==> config.mk <==
export PLATFORM = sky130hd
export DESIGN_NAME = gbc_top
export DESIGN_NICKNAME = d
export VERILOG_FILES = /design/src/hw/gbc_pkg.sv /design/src/hw/gbc_sync.sv /design/src/hw/gbc_top.sv
export SDC_FILE = /design/constraint.sdc
export NUM_CORES = 1
export LEC_CHECK = 0
export ABC_AREA = 0
export BUFFER_PORTS_ARGS = -buffer_cell sky130_fd_sc_hd__buf_2
export CAP_MARGIN = 10
export CELL_PAD_IN_SITES_DETAIL_PLACEMENT = 0
export CELL_PAD_IN_SITES_GLOBAL_PLACEMENT = 1
export CORE_MARGIN = 2
export CORE_UTILIZATION = 35
export CTS_CLUSTER_DIAMETER = 30
export CTS_CLUSTER_SIZE = 14
export DETAILED_ROUTE_END_ITERATION = 7
export GPL_TIMING_DRIVEN = 0
export HOLD_SLACK_MARGIN = 0.1
export PLACE_DENSITY_LB_ADDON = 0.1
export SYNTH_ARGS = -nofsm -noshare
export SYNTH_HDL_FRONTEND = slang
export SYNTH_SLANG_ARGS = --single-unit
export TNS_END_PERCENT = 5
==> constraint.sdc <==
create_clock -name pclk -period 19.6 [get_ports pclk]
set_input_delay 3.92 -clock pclk [delete_from_list [all_inputs] [get_ports pclk]]
set_output_delay 3.92 -clock pclk [all_outputs]
set_load 0.01 [all_outputs]
==> src/hw/gbc_pkg.sv <==
// Purpose: Shared constants and state types of the gapped burst clock generator.
// Assumes: Two channels with four pattern generators each.
// Notes: Register indices are multiplied by four to give APB byte addresses.
package gbc_pkg;

	localparam int NCH = 2;
	localparam int NOUT = 4;
	localparam int NG = NCH * NOUT;
	localparam int PHW = 8;
	localparam int POSW = 9;
	localparam int IDXW = 14;

	localparam logic [IDXW-1:0] IDX_GAP [NCH] = '{14'h10d2, 14'h14d2};
	localparam logic [IDXW-1:0] IDX_LEN [NCH] = '{14'h10d3, 14'h14d3};
	localparam logic [IDXW-1:0] IDX_FUNC [NCH] = '{14'h10d4, 14'h14d4};
	localparam logic [IDXW-1:0] IDX_RTC [NCH] = '{14'h10d6, 14'h14d6};
	localparam logic [IDXW-1:0] IDX_REQ [NCH] = '{14'h2101, 14'h2201};
	localparam logic [IDXW-1:0] IDX_STAT [NCH] = '{14'h2102, 14'h2202};

	localparam int LEN_W = 6;
	localparam int MODE_BIT = 6;
	localparam int RETIME_BIT = 0;
	localparam int REQ_BIT = 0;
	localparam int EXTSEL_BIT = 1;
	localparam int STAT_ARMED_BIT = 0;
	localparam int STAT_TRIG_BIT = 1;
	localparam int STAT_RUN_LSB = 4;
	localparam logic [7:0] REG_RST = 8'h00;
	localparam logic [1:0] RT_LATENCY = 2'h3;

	typedef struct packed {
		logic [NCH-1:0][7:0] gap;
		logic [NCH-1:0][7:0] nlen;
		logic [NCH-1:0][7:0] func;
		logic [NCH-1:0][7:0] rtc;
		logic [NCH-1:0][7:0] req;
		logic [31:0] prdata;
		logic pready;
		logic pslverr;
		logic [NCH-1:0] src_prev;
		logic [NCH-1:0] armed;
		logic [NCH-1:0] rtrg;
		logic [NCH-1:0][1:0] rcnt;
		logic [NG-1:0] trg_prev;
		logic [NG-1:0] pend;
		logic [NG-1:0] run;
		logic [NG-1:0] gate;
		logic [NG-1:0] outq;
		logic [NG-1:0][POSW-1:0] pos;
	} gbc_top_s;

	typedef struct packed {
		logic [NCH-1:0] s1;
		logic [NCH-1:0] s2;
	} gbc_sync_s;

endpackage : gbc_pkg

==> src/hw/gbc_sync.sv <==
// Purpose: Two-stage synchronizer for the external trigger pins.
// Assumes: One trigger pin per channel.
// Notes: The first stage feeds only the second stage.
`timescale 1ns/100ps
`default_nettype none

module gbc_sync (
	input wire logic pclk,
	input wire logic presetn,
	input wire logic [gbc_pkg::NCH-1:0] pin_in,
	output logic [gbc_pkg::NCH-1:0] pin_sync
);

	gbc_pkg::gbc_sync_s st_r;
	gbc_pkg::gbc_sync_s st_nxt;

	always_comb begin
		st_nxt = st_r;
		st_nxt.s1 = pin_in;
		st_nxt.s2 = st_r.s1;
	end

	always_ff @(posedge pclk or negedge presetn) begin
		if (!presetn) begin
			st_r <= '0;
		end else begin
			st_r <= st_nxt;
		end
	end

	assign pin_sync = st_r.s2;

endmodule : gbc_sync

`default_nettype wire

==> src/hw/gbc_top.sv <==
// Purpose: Gapped and burst clock pattern generators with an APB register file.
// Assumes: Divider rising edges arrive as one-cycle pulses on div_tick and divider levels on
//   div_level, both synchronous to pclk.
// Notes: Randomized clock selection drives the output low; that generator lives elsewhere.
// Function
// - Generators step once per divider cycle.
// - Trigger from request bit or pin.
// - Segment, mode, retime settings shared per channel.
// - Clock segment then gap, six/eight bits.
// - Zero clock means none; zero gap one.
// - Mode bit picks burst or periodic.
// - Burst starts only on trigger rise.
// - Burst emits clocks, gap, then stays low.
// - Periodic repeats pattern while trigger high.
// - Trigger low stalls after current pulse.
// - Periodic resumes from saved position.
// - Retime bit selects direct or retimed.
// - Direct trigger passes through unaligned.
// - Retimer armed by rise, fires slowest edge.
// - Retimed trigger after three slowest edges.
// - Slowest is enabled divider with largest phase.
// - Function decode normal, burst, random; never both.
//
// Local design decision: the APB slave port.
`timescale 1ns/100ps
`default_nettype none

module gbc_top (
	input wire logic pclk,
	input wire logic presetn,
	input wire logic psel,
	input wire logic penable,
	input wire logic pwrite,
	input wire logic [15:0] paddr,
	input wire logic [31:0] pwdata,
	output logic [31:0] prdata,
	output logic pready,
	output logic pslverr,
	input wire logic [gbc_pkg::NCH-1:0] ext_trigger_pins,
	input wire logic [gbc_pkg::NG-1:0] div_tick,
	input wire logic [gbc_pkg::NG-1:0] div_level,
	input wire logic [gbc_pkg::NG*gbc_pkg::PHW-1:0] div_phase,
	output logic [gbc_pkg::NG-1:0] pattern_out
);

	gbc_pkg::gbc_top_s st_r;
	gbc_pkg::gbc_top_s st_nxt;
	logic [gbc_pkg::NCH-1:0] ext_sync;

	gbc_sync u_sync (
		.pclk(pclk),
		.presetn(presetn),
		.pin_in(ext_trigger_pins),
		.pin_sync(ext_sync)
	);

	always_comb begin
		logic [gbc_pkg::IDXW-1:0] idx;
		logic aligned;
		logic hit;
		logic src;
		logic trig;
		logic found;
		logic slow_tick;
		logic [gbc_pkg::PHW-1:0] best_ph;
		logic [gbc_pkg::PHW-1:0] ph;
		int best;
		int g;
		logic burst_en;
		logic rand_en;
		logic periodic;
		logic [gbc_pkg::POSW-1:0] nseg;
		logic [gbc_pkg::POSW-1:0] gseg;
		logic [gbc_pkg::POSW-1:0] last;
		logic [gbc_pkg::POSW-1:0] p;
		logic go;
		idx = paddr[15:2];
		aligned = (paddr[1:0] == 2'h0);
		hit = 1'b0;
		src = 1'b0;
		trig = 1'b0;
		found = 1'b0;
		slow_tick = 1'b0;
		best_ph = '0;
		ph = '0;
		best = 0;
		g = 0;
		burst_en = 1'b0;
		rand_en = 1'b0;
		periodic = 1'b0;
		nseg = '0;
		gseg = '0;
		last = '0;
		p = '0;
		go = 1'b0;
		st_nxt = st_r;
		st_nxt.pready = 1'b0;
		st_nxt.pslverr = 1'b0;

		// Setup phase: decode and prepare the answer for the access phase.
		if (psel && !penable) begin
			st_nxt.pready = 1'b1;
			st_nxt.prdata = '0;
			for (int c = 0; c < gbc_pkg::NCH; c++) begin
				if (aligned && idx == gbc_pkg::IDX_GAP[c]) begin
					hit = 1'b1;
					st_nxt.prdata[7:0] = st_r.gap[c];
				end
				if (aligned && idx == gbc_pkg::IDX_LEN[c]) begin
					hit = 1'b1;
					st_nxt.prdata[7:0] = st_r.nlen[c];
				end
				if (aligned && idx == gbc_pkg::IDX_FUNC[c]) begin
					hit = 1'b1;
					st_nxt.prdata[7:0] = st_r.func[c];
				end
				if (aligned && idx == gbc_pkg::IDX_RTC[c]) begin
					hit = 1'b1;
					st_nxt.prdata[7:0] = st_r.rtc[c];
				end
				if (aligned && idx == gbc_pkg::IDX_REQ[c]) begin
					hit = 1'b1;
					st_nxt.prdata[7:0] = st_r.req[c];
				end
				if (aligned && idx == gbc_pkg::IDX_STAT[c]) begin
					hit = 1'b1;
					st_nxt.prdata[gbc_pkg::STAT_ARMED_BIT] = st_r.armed[c];
					st_nxt.prdata[gbc_pkg::STAT_TRIG_BIT] = st_r.rtrg[c];
					st_nxt.prdata[gbc_pkg::STAT_RUN_LSB +: gbc_pkg::NOUT] =
						st_r.run[c*gbc_pkg::NOUT +: gbc_pkg::NOUT];
				end
			end
			if (!hit) begin
				st_nxt.pslverr = 1'b1;
				st_nxt.prdata = '0;
			end
		end

		// Access phase: a write lands at the edge that samples pready.
		if (psel && penable && st_r.pready && pwrite && !st_r.pslverr) begin
			for (int c = 0; c < gbc_pkg::NCH; c++) begin
				if (idx == gbc_pkg::IDX_GAP[c]) begin
					st_nxt.gap[c] = pwdata[7:0];
				end
				if (idx == gbc_pkg::IDX_LEN[c]) begin
					st_nxt.nlen[c] = pwdata[7:0];
				end
				if (idx == gbc_pkg::IDX_FUNC[c]) begin
					st_nxt.func[c] = pwdata[7:0];
				end
				if (idx == gbc_pkg::IDX_RTC[c]) begin
					st_nxt.rtc[c] = pwdata[7:0];
				end
				if (idx == gbc_pkg::IDX_REQ[c]) begin
					st_nxt.req[c] = pwdata[7:0];
				end
			end
		end

		for (int c = 0; c < gbc_pkg::NCH; c++) begin
			src = st_r.req[c][gbc_pkg::EXTSEL_BIT] ? ext_sync[c] :
				st_r.req[c][gbc_pkg::REQ_BIT];
			st_nxt.src_prev[c] = src;

			// pick largest phase among burst-enabled outputs
			found = 1'b0;
			best = 0;
			best_ph = '0;
			for (int o = 0; o < gbc_pkg::NOUT; o++) begin
				g = c * gbc_pkg::NOUT + o;
				ph = div_phase[g*gbc_pkg::PHW +: gbc_pkg::PHW];
				if (st_r.func[c][2*o] && !st_r.func[c][2*o+1] &&
					(!found || ph > best_ph)) begin
					found = 1'b1;
					best = o;
					best_ph = ph;
				end
			end
			slow_tick = found && div_tick[c*gbc_pkg::NOUT + best];

			if (st_r.rtc[c][gbc_pkg::RETIME_BIT]) begin
				// A fired trigger stays high while the source does; a new firing wins.
				if (st_r.rtrg[c] && !src) begin
					st_nxt.rtrg[c] = 1'b0;
				end
				// arm on rise, fire on slowest edge
				if (src && !st_r.src_prev[c]) begin
					st_nxt.armed[c] = 1'b1;
					st_nxt.rcnt[c] = 2'h0;
				end else if (st_r.armed[c] && slow_tick) begin
					// fire on the third slowest edge
					if (st_r.rcnt[c] == gbc_pkg::RT_LATENCY - 2'h1) begin
						st_nxt.armed[c] = 1'b0;
						st_nxt.rcnt[c] = 2'h0;
						st_nxt.rtrg[c] = 1'b1;
					end else begin
						st_nxt.rcnt[c] = st_r.rcnt[c] + 2'h1;
					end
				end
				trig = st_r.rtrg[c];
			end else begin
				st_nxt.armed[c] = 1'b0;
				st_nxt.rcnt[c] = 2'h0;
				st_nxt.rtrg[c] = 1'b0;
				trig = src;
			end

			// one set of pattern settings per channel
			periodic = st_r.nlen[c][gbc_pkg::MODE_BIT];
			nseg = gbc_pkg::POSW'(st_r.nlen[c][gbc_pkg::LEN_W-1:0]);
			// zero gap counts as one cycle
			gseg = (st_r.gap[c] == 8'h00) ? 9'h001 : gbc_pkg::POSW'(st_r.gap[c]);
			last = nseg + gseg - 9'h001;

			for (int o = 0; o < gbc_pkg::NOUT; o++) begin
				g = c * gbc_pkg::NOUT + o;
				burst_en = st_r.func[c][2*o] && !st_r.func[c][2*o+1];
				rand_en = st_r.func[c][2*o+1];
				st_nxt.trg_prev[g] = trig;

				// generators step on their own divider edge
				if (div_tick[g]) begin
					if (periodic) begin
						st_nxt.pend[g] = 1'b0;
						if (trig) begin
							st_nxt.run[g] = 1'b1;
							st_nxt.gate[g] = (st_r.pos[g] < nseg);
							st_nxt.pos[g] = (st_r.pos[g] == last) ? 9'h000 :
								st_r.pos[g] + 9'h001;
						end else begin
							st_nxt.run[g] = 1'b0;
							st_nxt.gate[g] = 1'b0;
						end
					end else begin
						// one pass of clock and gap
						go = st_r.run[g] || st_r.pend[g];
						p = st_r.run[g] ? st_r.pos[g] : 9'h000;
						if (go) begin
							st_nxt.pend[g] = st_r.run[g] && st_r.pend[g];
							st_nxt.gate[g] = (p < nseg);
							if (p == last) begin
								st_nxt.run[g] = 1'b0;
								st_nxt.pos[g] = 9'h000;
							end else begin
								st_nxt.run[g] = 1'b1;
								st_nxt.pos[g] = p + 9'h001;
							end
						end else begin
							st_nxt.gate[g] = 1'b0;
						end
					end
				end

				// only a rising trigger starts a burst
				if (!periodic && trig && !st_r.trg_prev[g]) begin
					st_nxt.pend[g] = 1'b1;
				end

				if (!burst_en) begin
					st_nxt.pend[g] = 1'b0;
					st_nxt.run[g] = 1'b0;
					st_nxt.gate[g] = 1'b0;
					st_nxt.pos[g] = 9'h000;
				end

				if (burst_en) begin
					st_nxt.outq[g] = st_nxt.gate[g] && div_level[g];
				end else if (rand_en) begin
					st_nxt.outq[g] = 1'b0;
				end else begin
					st_nxt.outq[g] = div_level[g];
				end
			end
		end
	end

	always_ff @(posedge pclk or negedge presetn) begin
		if (!presetn) begin
			st_r <= '0;
			for (int c = 0; c < gbc_pkg::NCH; c++) begin
				st_r.gap[c] <= gbc_pkg::REG_RST;
				st_r.nlen[c] <= gbc_pkg::REG_RST;
				st_r.func[c] <= gbc_pkg::REG_RST;
				st_r.rtc[c] <= gbc_pkg::REG_RST;
				st_r.req[c] <= gbc_pkg::REG_RST;
			end
		end else begin
			st_r <= st_nxt;
		end
	end

	assign prdata = st_r.prdata;
	assign pready = st_r.pready;
	assign pslverr = st_r.pslverr;
	assign pattern_out = st_r.outq;

endmodule : gbc_top

`default_nettype wire

; Word level (Yosys, flattened, before mapping)
; Cells that the tools add are included.
[totals]
regBits = 213
out_inout_bits = 42
[classes]
n_addsub = 23
magnitude_cmp = 24
n_eq_ne = 74
n_mux = 290
reduce_logical = 148
[ops]
columns = operator, count
row1 = two-way mux 9 bit, 64
row2 = two-way mux 1 bit, 188
row3 = two-way mux 8 bit, 19
row4 = adder 9 x 1 -> 9 bit (second input constant), 16
row5 = == test 9 bit, 16
row6 = < comparator 9 x 6 -> 1 bit, 16
row7 = two-way mux 32 bit, 4
row8 = == test 14 x 13 -> 1 bit (second input constant), 8
row9 = logical AND 1 bit, 65
row10 = < comparator 32 x 5 -> 1 bit (second input constant), 2
row11 = == test 14 bit (second input constant), 4
row12 = AND reduction 2 bit, 28
row13 = > comparator 8 bit, 6
row14 = != test 3 x 2 -> 1 bit (second input constant), 16
row15 = adder 4 x 32 -> 32 bit (first input constant), 1
row16 = != test 4 x 2 -> 1 bit (second input constant), 8
row17 = logical NOT 1 bit, 30
row18 = != test 3 bit (second input constant), 8
row19 = AND reduction 3 bit, 8
row20 = two-way mux 2 bit, 11
row21 = adder 6 x 8 -> 9 bit, 2
row22 = subtractor 9 x 1 -> 9 bit (second input constant), 2
row23 = logical NOT 8 bit, 2
row24 = != test 2 bit (second input constant), 8
row25 = other kinds (7), 27

; Depth between registers and ports, before layout
[logic_depth]
ltp_word = 24
ltp_mapped = 30
ltp_nobuf = 29

; Cells and area by module
; Synthesis repeated with hierarchy kept, for this count alone.
[hier_totals]
hier_cells = 2456
area_unflattened_um2 = 20264.4
[by_module_without_submodules]
columns = mod, n_inst, cells_per_inst, area_per_inst_um2
row1 = gbc_top, 1, 2452, 20164.3
row2 = gbc_sync, 1, 4, 100.1

; Least setup slack after synthesis
; No wires, ideal clock.
[synth_path]
path_kind = input to register
start = input div_phase[35] (netlist bit)
end = register st_r[114] (netlist bit)
setup_ns = 0.119
arrival_ns = 9.054
slack_ns = 10.427
stages = 26
path_cell_list = nand2_1 > ha_1 > nand3_1 > o221a_2 > o31ai_1 > o311ai_2 > clkbuf_1 > a31oi_1 > ha_1 > nor2b_1 > o21a_1 > o21ai_0 > a21oi_1 > o41ai_2 > clkbuf_1 > o21ai_0 > ha_1 > a21o_1 > a21oi_1 > o211ai_1 > a22o_1 > inv_1 > o32ai_1 > nor4b_2 > mux2i_1 > nor2_1
[synth_between]
elab_chain_cells = 20
[synth_rtl]
columns = element, line_no
row1 = "start, declared", gbc_top.sv:42  ; input wire logic [gbc_pkg::NG*gbc_pkg::PHW-1:0] div_phase,
row2 = two-way mux 8 bit (*), gbc_top.sv:172  ; if (st_r.func[c][2*o] && !st_r.func[c][2*o+1] &&
row3 = > comparator 8 bit, gbc_top.sv:173  ; (!found || ph > best_ph)) begin
row4 = logical OR 1 bit, gbc_top.sv:173
row5 = logical AND 1 bit, gbc_top.sv:172
row6 = two-way mux 8 bit or two-way mux 1 bit (tied branches), gbc_top.sv:172
row7 = > comparator 8 bit or logical NOT 1 bit (tied branches), gbc_top.sv:173
row8 = logical OR 1 bit, gbc_top.sv:173
row9 = logical AND 1 bit, gbc_top.sv:172
row10 = (+3 left out), n/a
row11 = logical AND 1 bit, gbc_top.sv:172
row12 = two-way mux 32 bit, gbc_top.sv:172
row13 = adder 4 x 32 -> 32 bit, gbc_top.sv:179  ; slow_tick = found && div_tick[c*gbc_pkg::NOUT + best];
row14 = binary-select mux 1 bit (select 3 bit), gbc_top.sv:179
row15 = two-way mux 1 bit (not written as such) (2 in series), gbc_top.sv:179
row16 = logical AND 1 bit (*), gbc_top.sv:179
row17 = logical AND 1 bit (*), gbc_top.sv:190  ; end else if (st_r.armed[c] && slow_tick) begin
row18 = != test 3 x 1 -> 1 bit (no line) (*), n/a
row19 = "end signal, assigned", gbc_top.sv:288  ; st_r <= st_nxt;
row20 = "end, declared", gbc_top.sv:46  ; gbc_pkg::gbc_top_s st_r;
; Mark *: on every way between the ends. The rest lies on a longest branch, timed or not. The select of a mux whose other input is x is not followed.
; A chain may end at the register's enable or synchronous reset.

; Final worst setup path
[layout_path]
start = input div_phase[35] (netlist bit)
end = register st_r[115] (netlist bit)
; The elaborated chain is that of the path after synthesis.

==> results <==
- The actual transition at the worst max-transition pin is 1.30 ns.
- The fraction of synthesis flops using an asynchronous set or reset pin is 1.00.
- The share of total power dissipated in the clock network is 0.703.
- Once the clock tree was built, the setup fixing pass inserted 0 buffers.
- For this run the aggregate overflow at the end of global routing stands at 0.
- The height of the chip is ~240 µm.
- The start point of the critical path is div_phase[35].
- The critical path startpoint category is an input port.
- The portion of total power attributed to combinational logic is 0.036.
- Data on the critical path arrives at its endpoint at ~10 ns.
- The average wire per standard cell is roughly 22 µm.
- nand2_1 is the most common cell in the netlist.
- The CTS tree is done.
- The maximum root-to-sink buffer count is 3.
- The leakage power is ~11 nW.
- In the synthesized netlist, the number of instances is about 2,300.
- In the post-synthesis netlist, the biggest area contributors are dfrtp_1, ha_1, o21ai_0.
- The row count is 86.
- The tool flagged a number of max-cap violations equal to 0.
- The final count of pins violating max slew is 0.
- VDD sags by at most roughly 0.000078 V.
- In the synthesized netlist, the cells that appear most often are nand2_1, dfrtp_1, ha_1, o21ai_0, nor2_1.
- During synthesis, Yosys emitted a total of 0 warnings.
- STA puts the critical path data required time at 20.08 ns.
- The number of global-route vias before repair is roughly 19,000.
- The min-delay analysis places its worst path in the category reg -> reg.
- The die covers roughly 0.058 mm².
- The clock latency reported for the late side of the worst-skew pair is ~0.6 ns.
- The share of the Yosys chip area taken by registers is 0.270.
- In this run the critical register-to-register path is launched from st_r[196].
- The number of iterations in the first detailed-routing pass is 5.
- The detail route stage leaves a number of antenna-violating nets equal to 0.
- The most used flip-flop cell after synthesis is dfrtp_1.
- The root buffer selected by CTS is clkbuf_16.
- The average instance in the mapped netlist occupies ~8.4 µm².
- The global-route total usage across every layer is 0.256.
- The HPWL after detailed placement is 54,300 µm.
- The floorplan step set the die width to between 200 and 250 µm.
- Dividing the final minimum period by the clock period gives 0.496.
- The share of total power dissipated in sequential elements is 0.261.
- The worst setup path endpoint is st_r[115].
- Setup repair after global routing left no endpoint under its margin.
- In this run the tool buffered the top-level ports with around 110 buffer cells.
- The congestion estimate from routability-driven global placement came to about 0.94.
- The minimum setup slack among reg-to-reg paths is between 10 and 15 ns.
- Relative to the synthesized area, the layout overhead comes to 21.4%.
- The synthesized netlist occupies a cell area of roughly 0.019 mm².
- After clock tree synthesis, the clock-pin slew on the worst setup and hold paths is about 0.050 ns.
- The library cell with the largest summed area after synthesis is dfrtp_1.
- The total negative setup slack is 0 ns.
- The synthesized netlist contains 108 unique library cells.
- The flow ran to the end, and the final reports show no timing, DRC or antenna violations.
- By startpoint and endpoint, the worst setup path is classified as in -> reg.
- The post-route worst hold slack is approximately 0.34 ns.
- Power spread over the standard cell area amounts to 71.0 mW/mm².
- The count of endpoints failing hold in the final timing report is 0.
- The count of clock tree sinks is between 200 and 250.
- The total area inside the core boundary comes to 0.0551 mm².
- In the final design database the tool counted around 2,800 nets.
- The H-tree was split into 3 levels.
- The clock skew is between 0.02 and 0.025 ns.
- The effective utilization at floorplan is 0.354.
- TritonCTS created between 70 and 80 clock buffers.
- The internal portion of the total power is about 1.3 mW.
- The final period demand of the worst path is ~10 ns.
- In this run, synthesis produced a sequential element count of between 200 and 250.
- The first global-routing pass estimated 113,000 µm of wire.
- During I/O placement, the number of pins put on the boundary was ~180.
- The count of final setup violators is 0.
- The post-CTS resize count is 0.
- The highest clock frequency the design can meet is 103 MHz.
- The endpoint of the worst register-to-register path is st_r[115].
- For this block, the initial DRC count from the detailed router was 1,260.
- For this design the total switching power over the nets is between 300 and 400 µW.
- Measured in cells, the most critical reg-to-reg path has a length of 29.
- The routed via count is 18,800.
- The number of buffers inserted by hold repair at cts is 0.
- The switching part of the total power is 0.230.
- The worst hold path begins at u_sync.st_nxt[1].
- The share of the synthesized area in the top cell type is 0.270.
- After detailed routing, the number of vias per cell comes to ~5.6.
- The max-slew headroom at the worst pin is 0.128.
- The ratio of cells with drive above 1 in the final layout is 0.156.
- After detailed routing, the number of remaining DRC violations is 0.
- The capturing element type of the critical path is a flip-flop.
- In this run, synthesis inferred 0 flip-flops with an integrated enable.
- The number of antenna violations at the first check in global routing is 4.
- Of all nets on the critical path, the largest fanout is 10.
- Summed over all layers, the routed wires come to between 70,000 and 80,000 µm.
- After filler insertion, the fill cell instance count of the layout stands at between 5,000 and 6,000.
- The pin count of the biggest net entering global routing is 97.
==> final cells by class <==
| cell class | count | area [µm²] | share of cell area |
|---|---|---|---|
| multi-input combinational | 1828 | 13000 | 0.549 |
| sequential | 210 | 5260 | 0.222 |
| clock buffer | 93 | 2000 | 0.0846 |
| tap | 748 | 936 | 0.0396 |
| buffer | 161 | 785 | 0.0332 |
| timing repair buffer | 116 | 636 | 0.0269 |
| inverter | 147 | 552 | 0.0233 |
| clock inverter | 39 | 497 | 0.0210 |
| antenna | 2 | 5.00 | 0.000212 |
==> registers in the layout, indices dropped and copies added, names as in the netlist <==
signal and flops:
pslverr 1, u_sync.st_nxt 2, prdata 8, pready 1, pattern_out 8, u_sync.pin_sync 2, st_r 188
==> layer usage <==
layer	GRT usage	vias up	wire (µm)
li1	-	8944	-
met1	0.316	9141	30900
met2	0.444	545	35600
met3	0.0397	149	3400
met4	0.104	4	2850
met5	0	-	26
==> critical path: stages <==
cell      delay [ns]
buf_2           0.10
nand2_1         0.05
ha_1            0.31
nand3_1         0.12
o221a_2         0.29
o31ai_1         0.27
o311ai_2        0.26
clkbuf_1        0.29
a31oi_1         0.26
ha_1            0.27
nor2b_1         0.13
o21a_1          0.16
o21ai_0         0.18
a21oi_1         0.11
o41ai_2         0.85
clkbuf_1        0.35
o21ai_0         0.13
ha_1            0.30
a21o_1          0.16
a21oi_1         0.26
o211ai_1        0.15
a22o_1          0.22
inv_1           0.08
o32ai_1         0.10
nor4b_2         0.54
mux2i_1         0.25
nor2_1          0.06
==> logic make-up after synthesis <==
logic type | count (synthesis) | share of synthesized area
adder cells (fa/ha/maj) | 174 | 0.112
XOR/XNOR | 101 | 0.0614
other | 1 | 0.000192
multiplexers | 85 | 0.0477
AO/OA/AOI/OAI | 646 | 0.231
AND/OR/NAND/NOR | 798 | 0.209
buffers and inverters | 308 | 0.0686
flip-flops | 210 | 0.270
==> placed cells by master, fill, tap and decap left out, types with 45 or more instances in the layout <==
cell type	count
mux2_2	63
nand2_1	224
a21oi_1	94
clkbuf_16	73
clkbuf_1	109
xnor2_1	54
dfrtp_1	210
inv_1	146
nand3_1	68
nor2b_1	45
nor2_1	153
nor3_1	61
o21ai_0	172
ha_1	172
buf_2	123
==> worst min-delay path by stage <==
stage	to	depth (start not counted)
floorplan	u_sync.pin_sync[0]	0
global route	u_sync.pin_sync[1]	0
detailed placement	u_sync.pin_sync[1]	0
finish	u_sync.pin_sync[1]	0
CTS	u_sync.pin_sync[1]	0
global placement	u_sync.pin_sync[1]	0
==> power by group through the flow <==
stage | registers [mW] | logic [mW] | clock network, mW
2_1_floorplan | 0.444 | 0.0261 | 0
3_3_place_gp | 0.444 | 0.0583 | 0
3_5_place_dp | 0.444 | 0.0610 | 0
4_1_cts | 0.438 | 0.0612 | 1.20
5_1_grt | 0.438 | 0.0676 | 1.23
6_report | 0.438 | 0.0601 | 1.18
==> stage by stage <==
step | area [µm²] | instances | setup slack [ns] | total power [mW] | utilization
2_1_floorplan | 19600 | 2346 | 10.43 | 0.470 | -
3_3_place_gp | 21100 | 3208 | 9.33 | 0.503 | 0.383
3_5_place_dp | 21100 | 3210 | 9.23 | 0.505 | 0.384
4_1_cts | 23600 | 3342 | 9.84 | 1.70 | 0.429
5_1_grt | 23700 | 3343 | 9.18 | 1.73 | 0.429
6_report | 23700 | 3344 | 9.89 | 1.68 | 0.429
Note: power is estimated with default switching activity, not from simulation.
